==> config.mk <==
export PLATFORM = sky130hd
export DESIGN_NAME = htp_top
export DESIGN_NICKNAME = d
export VERILOG_FILES = /design/src/shared/htp_pkg.sv /design/src/htp_top.sv /design/src/htp_sync.sv /design/src/htp_wdog.sv
export SDC_FILE = /design/constraint.sdc
export NUM_CORES = 1
export LEC_CHECK = 0
export BUFFER_PORTS_ARGS = -buffer_cell sky130_fd_sc_hd__clkbuf_2
export CORE_MARGIN = 5
export CORE_UTILIZATION = 55
export CTS_BUF_LIST = sky130_fd_sc_hd__clkbuf_16
export CTS_CLUSTER_SIZE = 8
export DETAILED_ROUTE_END_ITERATION = 8
export PLACE_DENSITY = 0.9
export SLEW_MARGIN = 20
export SYNTH_ARGS = -nofsm -noshare
export SYNTH_HDL_FRONTEND = slang
export SYNTH_SLANG_ARGS = --single-unit
==> constraint.sdc <==
create_clock -name clk_i -period 5.56 [get_ports clk_i]
set_clock_uncertainty 0.15 [all_clocks]
set_input_delay 1.112 -clock clk_i [delete_from_list [all_inputs] [get_ports clk_i]]
set_output_delay 1.112 -clock clk_i [all_outputs]
set_load 0.01 [all_outputs]
==> src/shared/htp_pkg.sv <==
`default_nettype none

package htp_pkg;

	// Register offsets.
	localparam logic [7:0] ADDR_STATUS = 8'h00;
	localparam logic [7:0] ADDR_MODE   = 8'h01;
	localparam logic [7:0] ADDR_AMP    = 8'h02;
	localparam logic [7:0] ADDR_FIRE   = 8'h0c;
	localparam logic [7:0] ADDR_CFG_LO = 8'h16;
	localparam logic [7:0] ADDR_CFG_HI = 8'h1a;
	localparam logic [7:0] ADDR_LOOP   = 8'h1d;
	localparam logic [7:0] ADDR_PERIOD = 8'h20;
	localparam logic [7:0] ADDR_SUPPLY = 8'h21;

	localparam int CFG_WORDS = 5;
	localparam int CFG_BITS  = CFG_WORDS * 8;

	// Field positions.
	localparam int STS_SHORT_BIT    = 0;
	localparam int STS_THERM_BIT    = 1;
	localparam int MODE_STANDBY_BIT = 6;
	localparam int MODE_RESET_BIT   = 7;
	localparam int FIRE_BIT         = 0;
	localparam int LOOP_FIXED_BIT   = 0;
	localparam int LOOP_ANALOG_BIT  = 1;
	localparam int LOOP_GATE_LSB    = 2;

	// Interface mode codes in the low three bits of the mode register.
	localparam logic [2:0] MODE_INT   = 3'h0;
	localparam logic [2:0] MODE_EDGE  = 3'h1;
	localparam logic [2:0] MODE_LEVEL = 3'h2;
	localparam logic [2:0] MODE_INPUT = 3'h3;
	localparam logic [2:0] MODE_AUDIO = 3'h4;
	localparam logic [2:0] MODE_AMP   = 3'h5;

	// Reset values.
	localparam logic [7:0] MODE_RST   = 8'h40;
	localparam logic [7:0] AMP_RST    = 8'h00;
	localparam logic [7:0] LOOP_RST   = 8'h00;
	localparam logic [7:0] PERIOD_RST = 8'h33;

	// Noise gate thresholds on the 8-bit input scale, where 8'hff is full scale.
	localparam logic [7:0] GATE_LVL1 = 8'h05;
	localparam logic [7:0] GATE_LVL2 = 8'h0a;
	localparam logic [7:0] GATE_LVL3 = 8'h14;

	// Serial-bus watchdog timeout.
	localparam int unsigned CLK_KHZ      = 40000;
	localparam int unsigned WDOG_TIME_US = 4330;
	localparam int unsigned WDOG_CYCLES  = (WDOG_TIME_US * CLK_KHZ) / 1000;

	typedef struct packed {
		logic       wr;
		logic       rd;
		logic [7:0] addr;
		logic [7:0] wdata;
	} htp_reg_req_t;

	typedef struct packed {
		logic thermal;
		logic out_short;
		logic reg_short;
		logic brownout;
	} htp_prot_t;

	typedef struct packed {
		logic [7:0]          mode;
		logic [7:0]          amp;
		logic                fire;
		logic [7:0]          loop;
		logic [7:0]          period;
		logic [7:0]          supply;
		logic [CFG_BITS-1:0] cfg;
		logic                therm;
		logic                oshort;
		logic                trig_prev;
		logic                restore;
		logic                dev_rst;
		logic                go;
		logic                start;
		logic                cancel;
		logic                drive_en;
		logic [7:0]          level;
		logic [7:0]          rdata;
	} htp_state_t;

	localparam htp_state_t ST_RST = '{
		mode:    MODE_RST,
		amp:     AMP_RST,
		loop:    LOOP_RST,
		period:  PERIOD_RST,
		restore: 1'b1,
		default: '0
	};

	function automatic logic htp_cfg_hit(input logic [7:0] addr);
		htp_cfg_hit = (addr >= ADDR_CFG_LO) && (addr <= ADDR_CFG_HI);
	endfunction : htp_cfg_hit

	function automatic logic htp_is_cont(input logic [2:0] mode);
		htp_is_cont = (mode == MODE_INPUT) || (mode == MODE_AUDIO) || (mode == MODE_AMP);
	endfunction : htp_is_cont

	function automatic logic [7:0] htp_gate_level(input logic [1:0] sel);
		case (sel)
			2'h1:    htp_gate_level = GATE_LVL1;
			2'h2:    htp_gate_level = GATE_LVL2;
			2'h3:    htp_gate_level = GATE_LVL3;
			default: htp_gate_level = 8'h00;
		endcase
	endfunction : htp_gate_level

endpackage : htp_pkg

`default_nettype wire

==> src/htp_top.sv <==
// Functional notes
// - Input code scales linearly; full scale is 100 percent.
// - Input mode drives until standby or mode change.
// - Fixed-frequency bit selects seven-bit period, else tracking.
// - Continuous modes start on entry, stop on exit.
// - External trigger modes: pin controls fire request.
// - Serial mode: host sets fire, clearing it cancels.
// - Edge mode: rising edge sets fire, starts playback.
// - Rising edge while fire high cancels and clears.
// - Edge mode ignores falling edges.
// - Level mode: fire follows pin; falling edge cancels.
// - Noise gate suppresses input below selected threshold.
// - Supply level register updates during playback.
// - Stored image restores configuration registers after reset.
// - Standby keeps every register except fire, which it clears; wakes quickly.
// - Watchdog idles stalled serial-bus protocol after timeout.
// - Watchdog inactive during standby.
// - Over-temperature stops drive and sets thermal flag.
// - Output short latches flag, stops, restarts when gone.
// - Regulator short holds device in default state.
// - Brownout issues internal reset to default state.
// - Three-bit mode field selects the interface.
// - Internal mode: fire stays high until sequence done.
`timescale 1ns/1ps
`default_nettype none

module htp_top
	import htp_pkg::*;
#(
	parameter int unsigned WDOG_LIMIT = WDOG_CYCLES
) (
	// Clock and reset
	input  wire logic                clk_i,
	input  wire logic                rst_i,
	// Register port from the serial-bus protocol engine
	input  wire htp_reg_req_t        reg_req_i,
	output logic       [7:0]         reg_rdata_o,
	// Protocol engine supervision
	input  wire logic                bus_busy_i,
	input  wire logic                bus_activity_i,
	output logic                     bus_reset_o,
	// Input and trigger pin, digitised input samples
	input  wire logic                input_trigger_pin_i,
	input  wire logic  [7:0]         input_code_i,
	input  wire logic  [7:0]         duty_code_i,
	input  wire logic  [7:0]         supply_code_i,
	// Protection comparators
	input  wire htp_prot_t           prot_i,
	// Configuration store
	input  wire logic                otp_programmed_i,
	input  wire logic  [CFG_BITS-1:0] otp_image_i,
	output logic       [CFG_BITS-1:0] cfg_o,
	// Sequencer handshake
	input  wire logic                seq_done_i,
	output logic                     go_o,
	output logic                     play_start_o,
	output logic                     play_cancel_o,
	// Drive control
	output logic                     drive_en_o,
	output logic       [7:0]         drive_level_o,
	output logic                     fixed_frequency_select_o,
	output logic       [6:0]         fixed_period_o,
	output logic                     standby_o
);

	htp_state_t s_q;
	htp_state_t s_d;

	htp_prot_t prot;
	logic      trig;

	htp_sync #(
		.WIDTH(5)
	) u_sync (
		.clk_i  (clk_i),
		.rst_i  (rst_i),
		.async_i({prot_i, input_trigger_pin_i}),
		.level_o({prot, trig})
	);

	htp_wdog #(
		.LIMIT(WDOG_LIMIT)
	) u_wdog (
		.clk_i      (clk_i),
		.rst_i      (rst_i),
		.busy_i     (bus_busy_i),
		.activity_i (bus_activity_i),
		.standby_i  (s_q.mode[MODE_STANDBY_BIT]),
		.bus_reset_o(bus_reset_o)
	);

	logic       soft_rst;
	logic       standby;
	logic [2:0] mode;
	logic       trig_mode;
	logic       cont;
	logic       shut;
	logic       rise;
	logic       fire_wr;
	logic       fire_n;
	logic [7:0] in_code;
	logic [7:0] rd_val;
	int         idx;

	always_comb begin
		s_d        = s_q;
		s_d.start  = 1'b0;
		s_d.cancel = 1'b0;
		idx        = 0;
		rd_val     = 8'h00;
		fire_n     = s_q.fire;
		in_code    = 8'h00;
		standby    = s_q.mode[MODE_STANDBY_BIT];
		mode       = s_q.mode[2:0];
		trig_mode  = (mode == MODE_INT) || (mode == MODE_EDGE) || (mode == MODE_LEVEL);
		rise       = trig && !s_q.trig_prev;
		fire_wr    = reg_req_i.wr && (reg_req_i.addr == ADDR_FIRE);
		soft_rst   = prot.brownout || prot.reg_short || s_q.dev_rst;
		shut       = 1'b0;
		cont       = 1'b0;

		if (soft_rst) begin
			s_d = ST_RST;
		end else if (s_q.restore) begin
			s_d.restore = 1'b0;
			if (otp_programmed_i) begin
				s_d.cfg = otp_image_i;
			end
		end else begin
			// Register writes; standby changes none of the stored values except the fire bit, cleared below.
			if (reg_req_i.wr) begin
				if (htp_cfg_hit(reg_req_i.addr)) begin
					idx = int'(reg_req_i.addr - ADDR_CFG_LO);
					s_d.cfg[idx*8 +: 8] = reg_req_i.wdata;
				end
				case (reg_req_i.addr)
					ADDR_MODE: begin
						s_d.mode    = {1'b0, reg_req_i.wdata[6:0]};
						s_d.dev_rst = reg_req_i.wdata[MODE_RESET_BIT];
					end
					ADDR_AMP:    s_d.amp    = reg_req_i.wdata;
					ADDR_LOOP:   s_d.loop   = reg_req_i.wdata;
					ADDR_PERIOD: s_d.period = reg_req_i.wdata;
					default: begin
					end
				endcase
			end

			// Protection flags: the set wins over the release.
			s_d.therm = prot.thermal;
			if (prot.out_short && (s_q.go || s_q.drive_en)) begin
				s_d.oshort = 1'b1;
			end else if (!prot.out_short) begin
				s_d.oshort = 1'b0;
			end
			shut = prot.thermal || s_q.oshort;

			// Fire request bit.
			s_d.trig_prev = trig;
			if (seq_done_i && (mode != MODE_LEVEL)) begin
				fire_n = 1'b0;
			end
			if (fire_wr) begin
				fire_n = reg_req_i.wdata[FIRE_BIT];
			end
			if ((mode == MODE_EDGE) && rise) begin
				fire_n = !fire_n;
			end
			if (mode == MODE_LEVEL) begin
				fire_n = trig;
			end
			if (!trig_mode || standby || shut) begin
				fire_n = 1'b0;
			end
			s_d.fire   = fire_n;
			s_d.start  = !s_q.fire && fire_n;
			s_d.cancel = s_q.fire && !fire_n && !seq_done_i;

			// Continuous modes run while the mode stays selected and neither standby nor a thermal or short shutdown is active.
			cont         = htp_is_cont(mode) && !standby && !shut;
			s_d.go       = fire_n || cont;
			s_d.drive_en = cont;

			in_code = s_q.loop[LOOP_ANALOG_BIT] ? input_code_i : duty_code_i;
			if (mode == MODE_AUDIO) begin
				in_code = input_code_i;
			end
			if (in_code < htp_gate_level(s_q.loop[LOOP_GATE_LSB +: 2])) begin
				in_code = 8'h00;
			end
			if (!cont) begin
				s_d.level = 8'h00;
			end else if (mode == MODE_AMP) begin
				s_d.level = s_q.amp;
			end else begin
				s_d.level = in_code;
			end

			if (s_q.go) begin
				s_d.supply = supply_code_i;
			end

			// Read data.
			if (reg_req_i.rd) begin
				if (htp_cfg_hit(reg_req_i.addr)) begin
					idx    = int'(reg_req_i.addr - ADDR_CFG_LO);
					rd_val = s_q.cfg[idx*8 +: 8];
				end
				case (reg_req_i.addr)
					ADDR_STATUS: begin
						rd_val[STS_SHORT_BIT] = s_q.oshort;
						rd_val[STS_THERM_BIT] = s_q.therm;
					end
					ADDR_MODE:   rd_val = s_q.mode;
					ADDR_AMP:    rd_val = s_q.amp;
					ADDR_FIRE:   rd_val[FIRE_BIT] = s_q.fire;
					ADDR_LOOP:   rd_val = s_q.loop;
					ADDR_PERIOD: rd_val = {1'b0, s_q.period[6:0]};
					ADDR_SUPPLY: rd_val = s_q.supply;
					default: begin
					end
				endcase
				s_d.rdata = rd_val;
			end
		end
	end

	always_ff @(posedge clk_i) begin
		if (rst_i) begin
			s_q <= ST_RST;
		end else begin
			s_q <= s_d;
		end
	end

	assign reg_rdata_o              = s_q.rdata;
	assign cfg_o                    = s_q.cfg;
	assign go_o                     = s_q.go;
	assign play_start_o             = s_q.start;
	assign play_cancel_o            = s_q.cancel;
	assign drive_en_o               = s_q.drive_en;
	assign drive_level_o            = s_q.level;
	assign fixed_frequency_select_o = s_q.loop[LOOP_FIXED_BIT];
	assign fixed_period_o           = s_q.period[6:0];
	assign standby_o                = s_q.mode[MODE_STANDBY_BIT];

endmodule : htp_top

`default_nettype wire

==> src/htp_sync.sv <==
`timescale 1ns/1ps
`default_nettype none

module htp_sync
	import htp_pkg::*;
#(
	parameter int WIDTH = 1
) (
	// Clock and reset
	input  wire logic             clk_i,
	input  wire logic             rst_i,
	// Asynchronous levels in, filtered levels out
	input  wire logic [WIDTH-1:0] async_i,
	output logic      [WIDTH-1:0] level_o
);

	typedef struct packed {
		logic [WIDTH-1:0] s1;
		logic [WIDTH-1:0] s2;
		logic [WIDTH-1:0] s3;
		logic [WIDTH-1:0] level;
	} htp_sync_state_t;

	htp_sync_state_t s_q;
	htp_sync_state_t s_d;

	// The output takes a new value only once the second and third stages agree.
	always_comb begin
		s_d       = s_q;
		s_d.s1    = async_i;
		s_d.s2    = s_q.s1;
		s_d.s3    = s_q.s2;
		s_d.level = (~(s_q.s2 ^ s_q.s3) & s_q.s2) | ((s_q.s2 ^ s_q.s3) & s_q.level);
	end

	always_ff @(posedge clk_i) begin
		if (rst_i) begin
			s_q <= '0;
		end else begin
			s_q <= s_d;
		end
	end

	assign level_o = s_q.level;

endmodule : htp_sync

`default_nettype wire

==> src/htp_wdog.sv <==
`timescale 1ns/1ps
`default_nettype none

module htp_wdog
	import htp_pkg::*;
#(
	parameter int unsigned LIMIT = WDOG_CYCLES,
	parameter int unsigned CW    = $clog2(LIMIT + 1)
) (
	// Clock and reset
	input  wire logic clk_i,
	input  wire logic rst_i,
	// Protocol engine state
	input  wire logic busy_i,
	input  wire logic activity_i,
	input  wire logic standby_i,
	// Return-to-idle pulse
	output logic      bus_reset_o
);

	typedef struct packed {
		logic [CW-1:0] cnt;
		logic          pulse;
	} htp_wdog_state_t;

	htp_wdog_state_t s_q;
	htp_wdog_state_t s_d;

	always_comb begin
		s_d       = s_q;
		s_d.pulse = 1'b0;
		if (standby_i || !busy_i || activity_i) begin
			s_d.cnt = '0;
		end else if (s_q.cnt == CW'(LIMIT - 1)) begin
			s_d.cnt   = '0;
			s_d.pulse = 1'b1;
		end else begin
			s_d.cnt = s_q.cnt + 1'b1;
		end
	end

	always_ff @(posedge clk_i) begin
		if (rst_i) begin
			s_q <= '0;
		end else begin
			s_q <= s_d;
		end
	end

	assign bus_reset_o = s_q.pulse;

endmodule : htp_wdog

`default_nettype wire

==> tab_implementation.tex <==
\begin{tabular}{lr}
\hline
Metric & Value \\
\hline
\multicolumn{2}{l}{\textbf{Run status}} \\
Outcome & finished, final reports clean \\
\multicolumn{2}{l}{\textbf{Setup path}} \\
Cell count of the worst reg-to-reg path & 9 \\
Terminus of the critical flop-to-flop path & drive\_level\_o[2] \\
RR Startpoint & mode[0] \\
Type of element launching the critical path & input port \\
Crit path max fanout & 14 \\
Startpoint-to-endpoint class of the critical path & in -> reg \\
Critical-path cell list & clkbuf\_2, ha\_1, o21a\_1, nand3\_1, o21ai\_0, nand2\_1, a21oi\_1, nand3b\_1, ha\_1, nor4b\_1, nand3\_1, or4\_1, or4\_1, a21oi\_1, a211oi\_1 \\
Gate family responsible for the most delay along the worst path & simple AND/OR/NAND/NOR gates \\
Max stage delay cell, worst path & or4\_1 \\
Required time at the endpoint of the critical path & 5.70 ns \\
Buffers \& Inverters on Critical Path & 1 \\
Delay of the slowest critical-path stage & 0.69 ns \\
Arrival time of the worst setup path & 5.06 ns \\
Reg2reg setup slack & 2.54 ns \\
Kind of end point of the critical path & flip-flop \\
\multicolumn{2}{l}{\textbf{Clocking}} \\
TritonCTS clock tree & yes \\
Number of H-tree levels & 4 \\
Post-CTS setup repair buffer count & 0 \\
Latest clock arrival within the worst-skew pair & roughly 0.42 ns \\
Total clock buffers created by CTS & 17 \\
Number of sinks on the clock net & between 100 and 150 \\
Clock transition at the register clock pins on the worst setup and hold paths after CTS & 0.06 ns \\
\# resized after CTS & 0 \\
CTS Root Buffer Type & clkbuf\_16 \\
CTS Hold Bufs & 0 \\
Worst-case clock buffer depth & 2 \\
\multicolumn{2}{l}{\textbf{Final layout}} \\
Ratio of cells with drive above 1 in the final layout & 22.6\% \\
Final Instance Area & 8710 um\^{}2 \\
Footprint of the multi-input gates & around 4000 um\^{}2 \\
Area of all sequential standard cells & $\sim$2900 um\^{}2 \\
Area growth, synth to finish & 13.3\% \\
Layout net count & 1097 \\
Number of filler instances in the final layout & between 1000 and 1500 \\
Total inserted antenna cells & 0 \\
Share of the core filled with cells in the final layout & 63.3\% \\
\multicolumn{2}{l}{\textbf{Floorplan}} \\
Io pins & 163 \\
Die Ht & about 130 um \\
Die Footprint & about 16000 um\^{}2 \\
Die width & 128 um \\
Site row count & 43 \\
Starting density of the core & 55.9\% \\
Core Box Area & about 14000 um\^{}2 \\
\multicolumn{2}{l}{\textbf{Timing}} \\
Setup TNS & 0 ns \\
Max Freq & 203 MHz \\
Minimum clock period after layout & 4.92 ns \\
Final setup violation count & 0 \\
Unrepaired setup endpoints after global routing & false \\
Rel. slew slack & 31.3\% \\
Total count of hold-check failures in the final report & 0 \\
Fin crit share & 88.5\% \\
Number of slew-limit violations in the final report & 0 \\
Transition at the pin with the smallest max-transition slack & 1.03 ns \\
\multicolumn{2}{l}{\textbf{Global route}} \\
Number of global-route vias before repair & around 7000 \\
Maximum number of pins on one net before global-route repair & 61 \\
Wire length of the first global-routing pass & 35300 um \\
Number of antenna violations at the first check in global routing & 0 \\
Overall overflow remaining after global route & 0 \\
Tot GR Track Use & 26.5\% \\
\multicolumn{2}{l}{\textbf{Detailed routing}} \\
DRC violation total after the first TritonRoute iteration & between 800 and 900 \\
Avg WL per Cell & 18.7 um \\
Drt pass-1 iters & 5 \\
Detailed-route via count & 7353 \\
Routed Wire Length & 22100 um \\
Remaining number of nets flagged by the antenna check after routing & 0 \\
Post-route DRC & 0 \\
Routed vias/inst & 6.24 \\
\multicolumn{2}{l}{\textbf{Power and ir drop}} \\
Static leakage & 3.39 nW \\
Power Density & 288 nW/um\^{}2 \\
Largest vdd supply drop & 0.370 mV \\
\multicolumn{2}{l}{\textbf{Logic synthesis}} \\
Most common flop cell mapped by yosys & dfxtp\_1 \\
Synthesized cell area & approximately 7700 um\^{}2 \\
Number of storage elements in the synthesis netlist & between 100 and 150 \\
Seq/Total Area, Yosys & a little under two fifths \\
Synth unique cells & 62 \\
Mean cell area of the mapped netlist & between 8 and 9 um\^{}2 \\
Number of synthesized flops with an enable pin & 0 \\
Share of flip-flops with an asynchronous set or reset & 0\% \\
Instance count of the mapped netlist & 920 \\
Total of warnings raised by yosys & 0 \\
Synthesized net count & 1029 \\
\multicolumn{2}{l}{\textbf{Place}} \\
Area after DPL & 8110 um\^{}2 \\
Count of port buffers added during placement & 162 \\
Detailed Place HPWL & 15600 um \\
RD Place Congestion & roughly 0.9 \\
\multicolumn{2}{l}{\textbf{Hold path}} \\
Hold path startpoint & u\_sync.s\_d[12] \\
Type of the worst min-delay path & reg -> reg \\
End of the worst hold path & u\_sync.s\_d[7] \\
Worst hold path cell count & 1 \\
\multicolumn{2}{l}{\textbf{Flow run}} \\
Number of maximum-capacitance constraint violations & 0 \\
\hline
\end{tabular}
==> layer usage <==
| metal | wire, um | GRT usage [%] | vias to the layer above |
|---|---|---|---|
| li1 | - | - | 3431 |
| met3 | 2500 | 7.79 | 65 |
| met2 | 10100 | 42.5 | 446 |
| met5 | 0 | 0 | - |
| met1 | 8710 | 33.7 | 3411 |
| met4 | 785 | 10.2 | 0 |
==> worst max-delay path by stage <==
stage	end	slack, ns	from	cells past startpoint
finish	cfg_o[3]	0.64	reg_req_i[10]	15
global route	cfg_o[25]	0.33	reg_req_i[10]	17
CTS	cfg_o[3]	0.74	reg_req_i[10]	15
detailed placement	cfg_o[3]	0.30	reg_req_i[10]	15
global placement	cfg_o[4]	0.50	reg_req_i[10]	15
floorplan	cfg_o[24]	0.73	reg_req_i[9]	15
==> stage by stage <==
stage	setup slack (ns)	cells	power (mW)	hold WS, ns
6_report	0.639	1179	2.51	0.284
2_1_floorplan	0.729	920	1.27	0.264
3_5_place_dp	0.295	1149	1.35	0.270
5_1_grt	0.330	1179	2.59	0.309
4_1_cts	0.737	1179	2.51	0.284
3_3_place_gp	0.497	1149	1.35	0.269
==> registers in the layout, summed over array words and instances, names as in the netlist, 3 cells and up, named ones only <==
register        count
cfg_o              40
drive_level_o       8
fixed_period_o      7
mode                3
reg_rdata_o         8
s_q                32
u_sync.s_d         10
u_sync.s_q          5
u_wdog.s_q         18
==> cell type report <==
cell class                 count  share of cell area [%]
sequential                   143                    32.9
timing repair buffer         175                    10.4
clock buffer                  17                    4.88
tap                          180                    2.58
clock inverter                13                    2.00
inverter                      13                   0.560
multi-input combinational    638                    46.7
==> synthesized netlist by cell type, types with 4 or more instances <==
cell | number | share of area [%]
a211oi_1 | 8 | 0.78
a21oi_1 | 67 | 4.4
a221oi_1 | 4 | 0.46
a222oi_1 | 5 | 0.65
a22o_1 | 4 | 0.46
a22oi_1 | 54 | 5.3
and2_1 | 6 | 0.49
and3_1 | 8 | 0.65
and4_1 | 6 | 0.68
buf_1 | 4 | 0.20
buf_4 | 63 | 6.1
clkbuf_1 | 54 | 2.6
dfxtp_1 | 143 | 37
ha_1 | 16 | 2.6
inv_1 | 11 | 0.54
mux2_2 | 4 | 0.59
mux2i_1 | 24 | 3.1
mux4_2 | 8 | 2.3
nand2_1 | 86 | 4.2
nand2b_1 | 9 | 0.73
nand3_1 | 61 | 4.0
nand3b_1 | 5 | 0.49
nand4_1 | 14 | 1.1
nor2_1 | 80 | 3.9
nor2b_1 | 26 | 2.1
nor3_1 | 9 | 0.59
nor3b_1 | 4 | 0.39
nor4_1 | 10 | 0.81
nor4b_1 | 10 | 1.1
o21ai_0 | 19 | 1.2
o221a_2 | 4 | 0.59
o22ai_1 | 19 | 1.5
o41ai_1 | 6 | 0.68
xnor2_1 | 12 | 1.4
xor2_1 | 10 | 1.1
==> layout by cell type, fill, tap and decap left out, drive strengths merged, types with 14 or more instances in the layout <==
cell,count
nand3,61
nor2b,26
ha,16
clkbuf,179
nor2,80
o21ai,19
a21oi,67
nand2,86
a22oi,54
nand4,14
mux2i,24
o22ai,19
dfxtp,143
==> power by group <==
group	switching (mW)	internal, mW
Sequential	0.0189	1.05
Clock	0.433	0.739
Combinational	0.161	0.106
Total	0.613	1.89
==> cells by family (layout without fill, tap and decap cells) <==
| family | Yosys count | after routing | share of synthesized area (%) |
|---|---|---|---|
| compound gates | 214 | 214 | 18.6 |
| xor+xnor | 22 | 22 | 2.50 |
| fa+ha+maj | 16 | 16 | 2.60 |
| buf+inv | 139 | 218 | 10.0 |
| flops | 143 | 143 | 37.2 |
| mux | 36 | 36 | 6.05 |
| simple gates | 350 | 350 | 23.0 |
No activity file was read; power rests on OpenSTA's default activity.
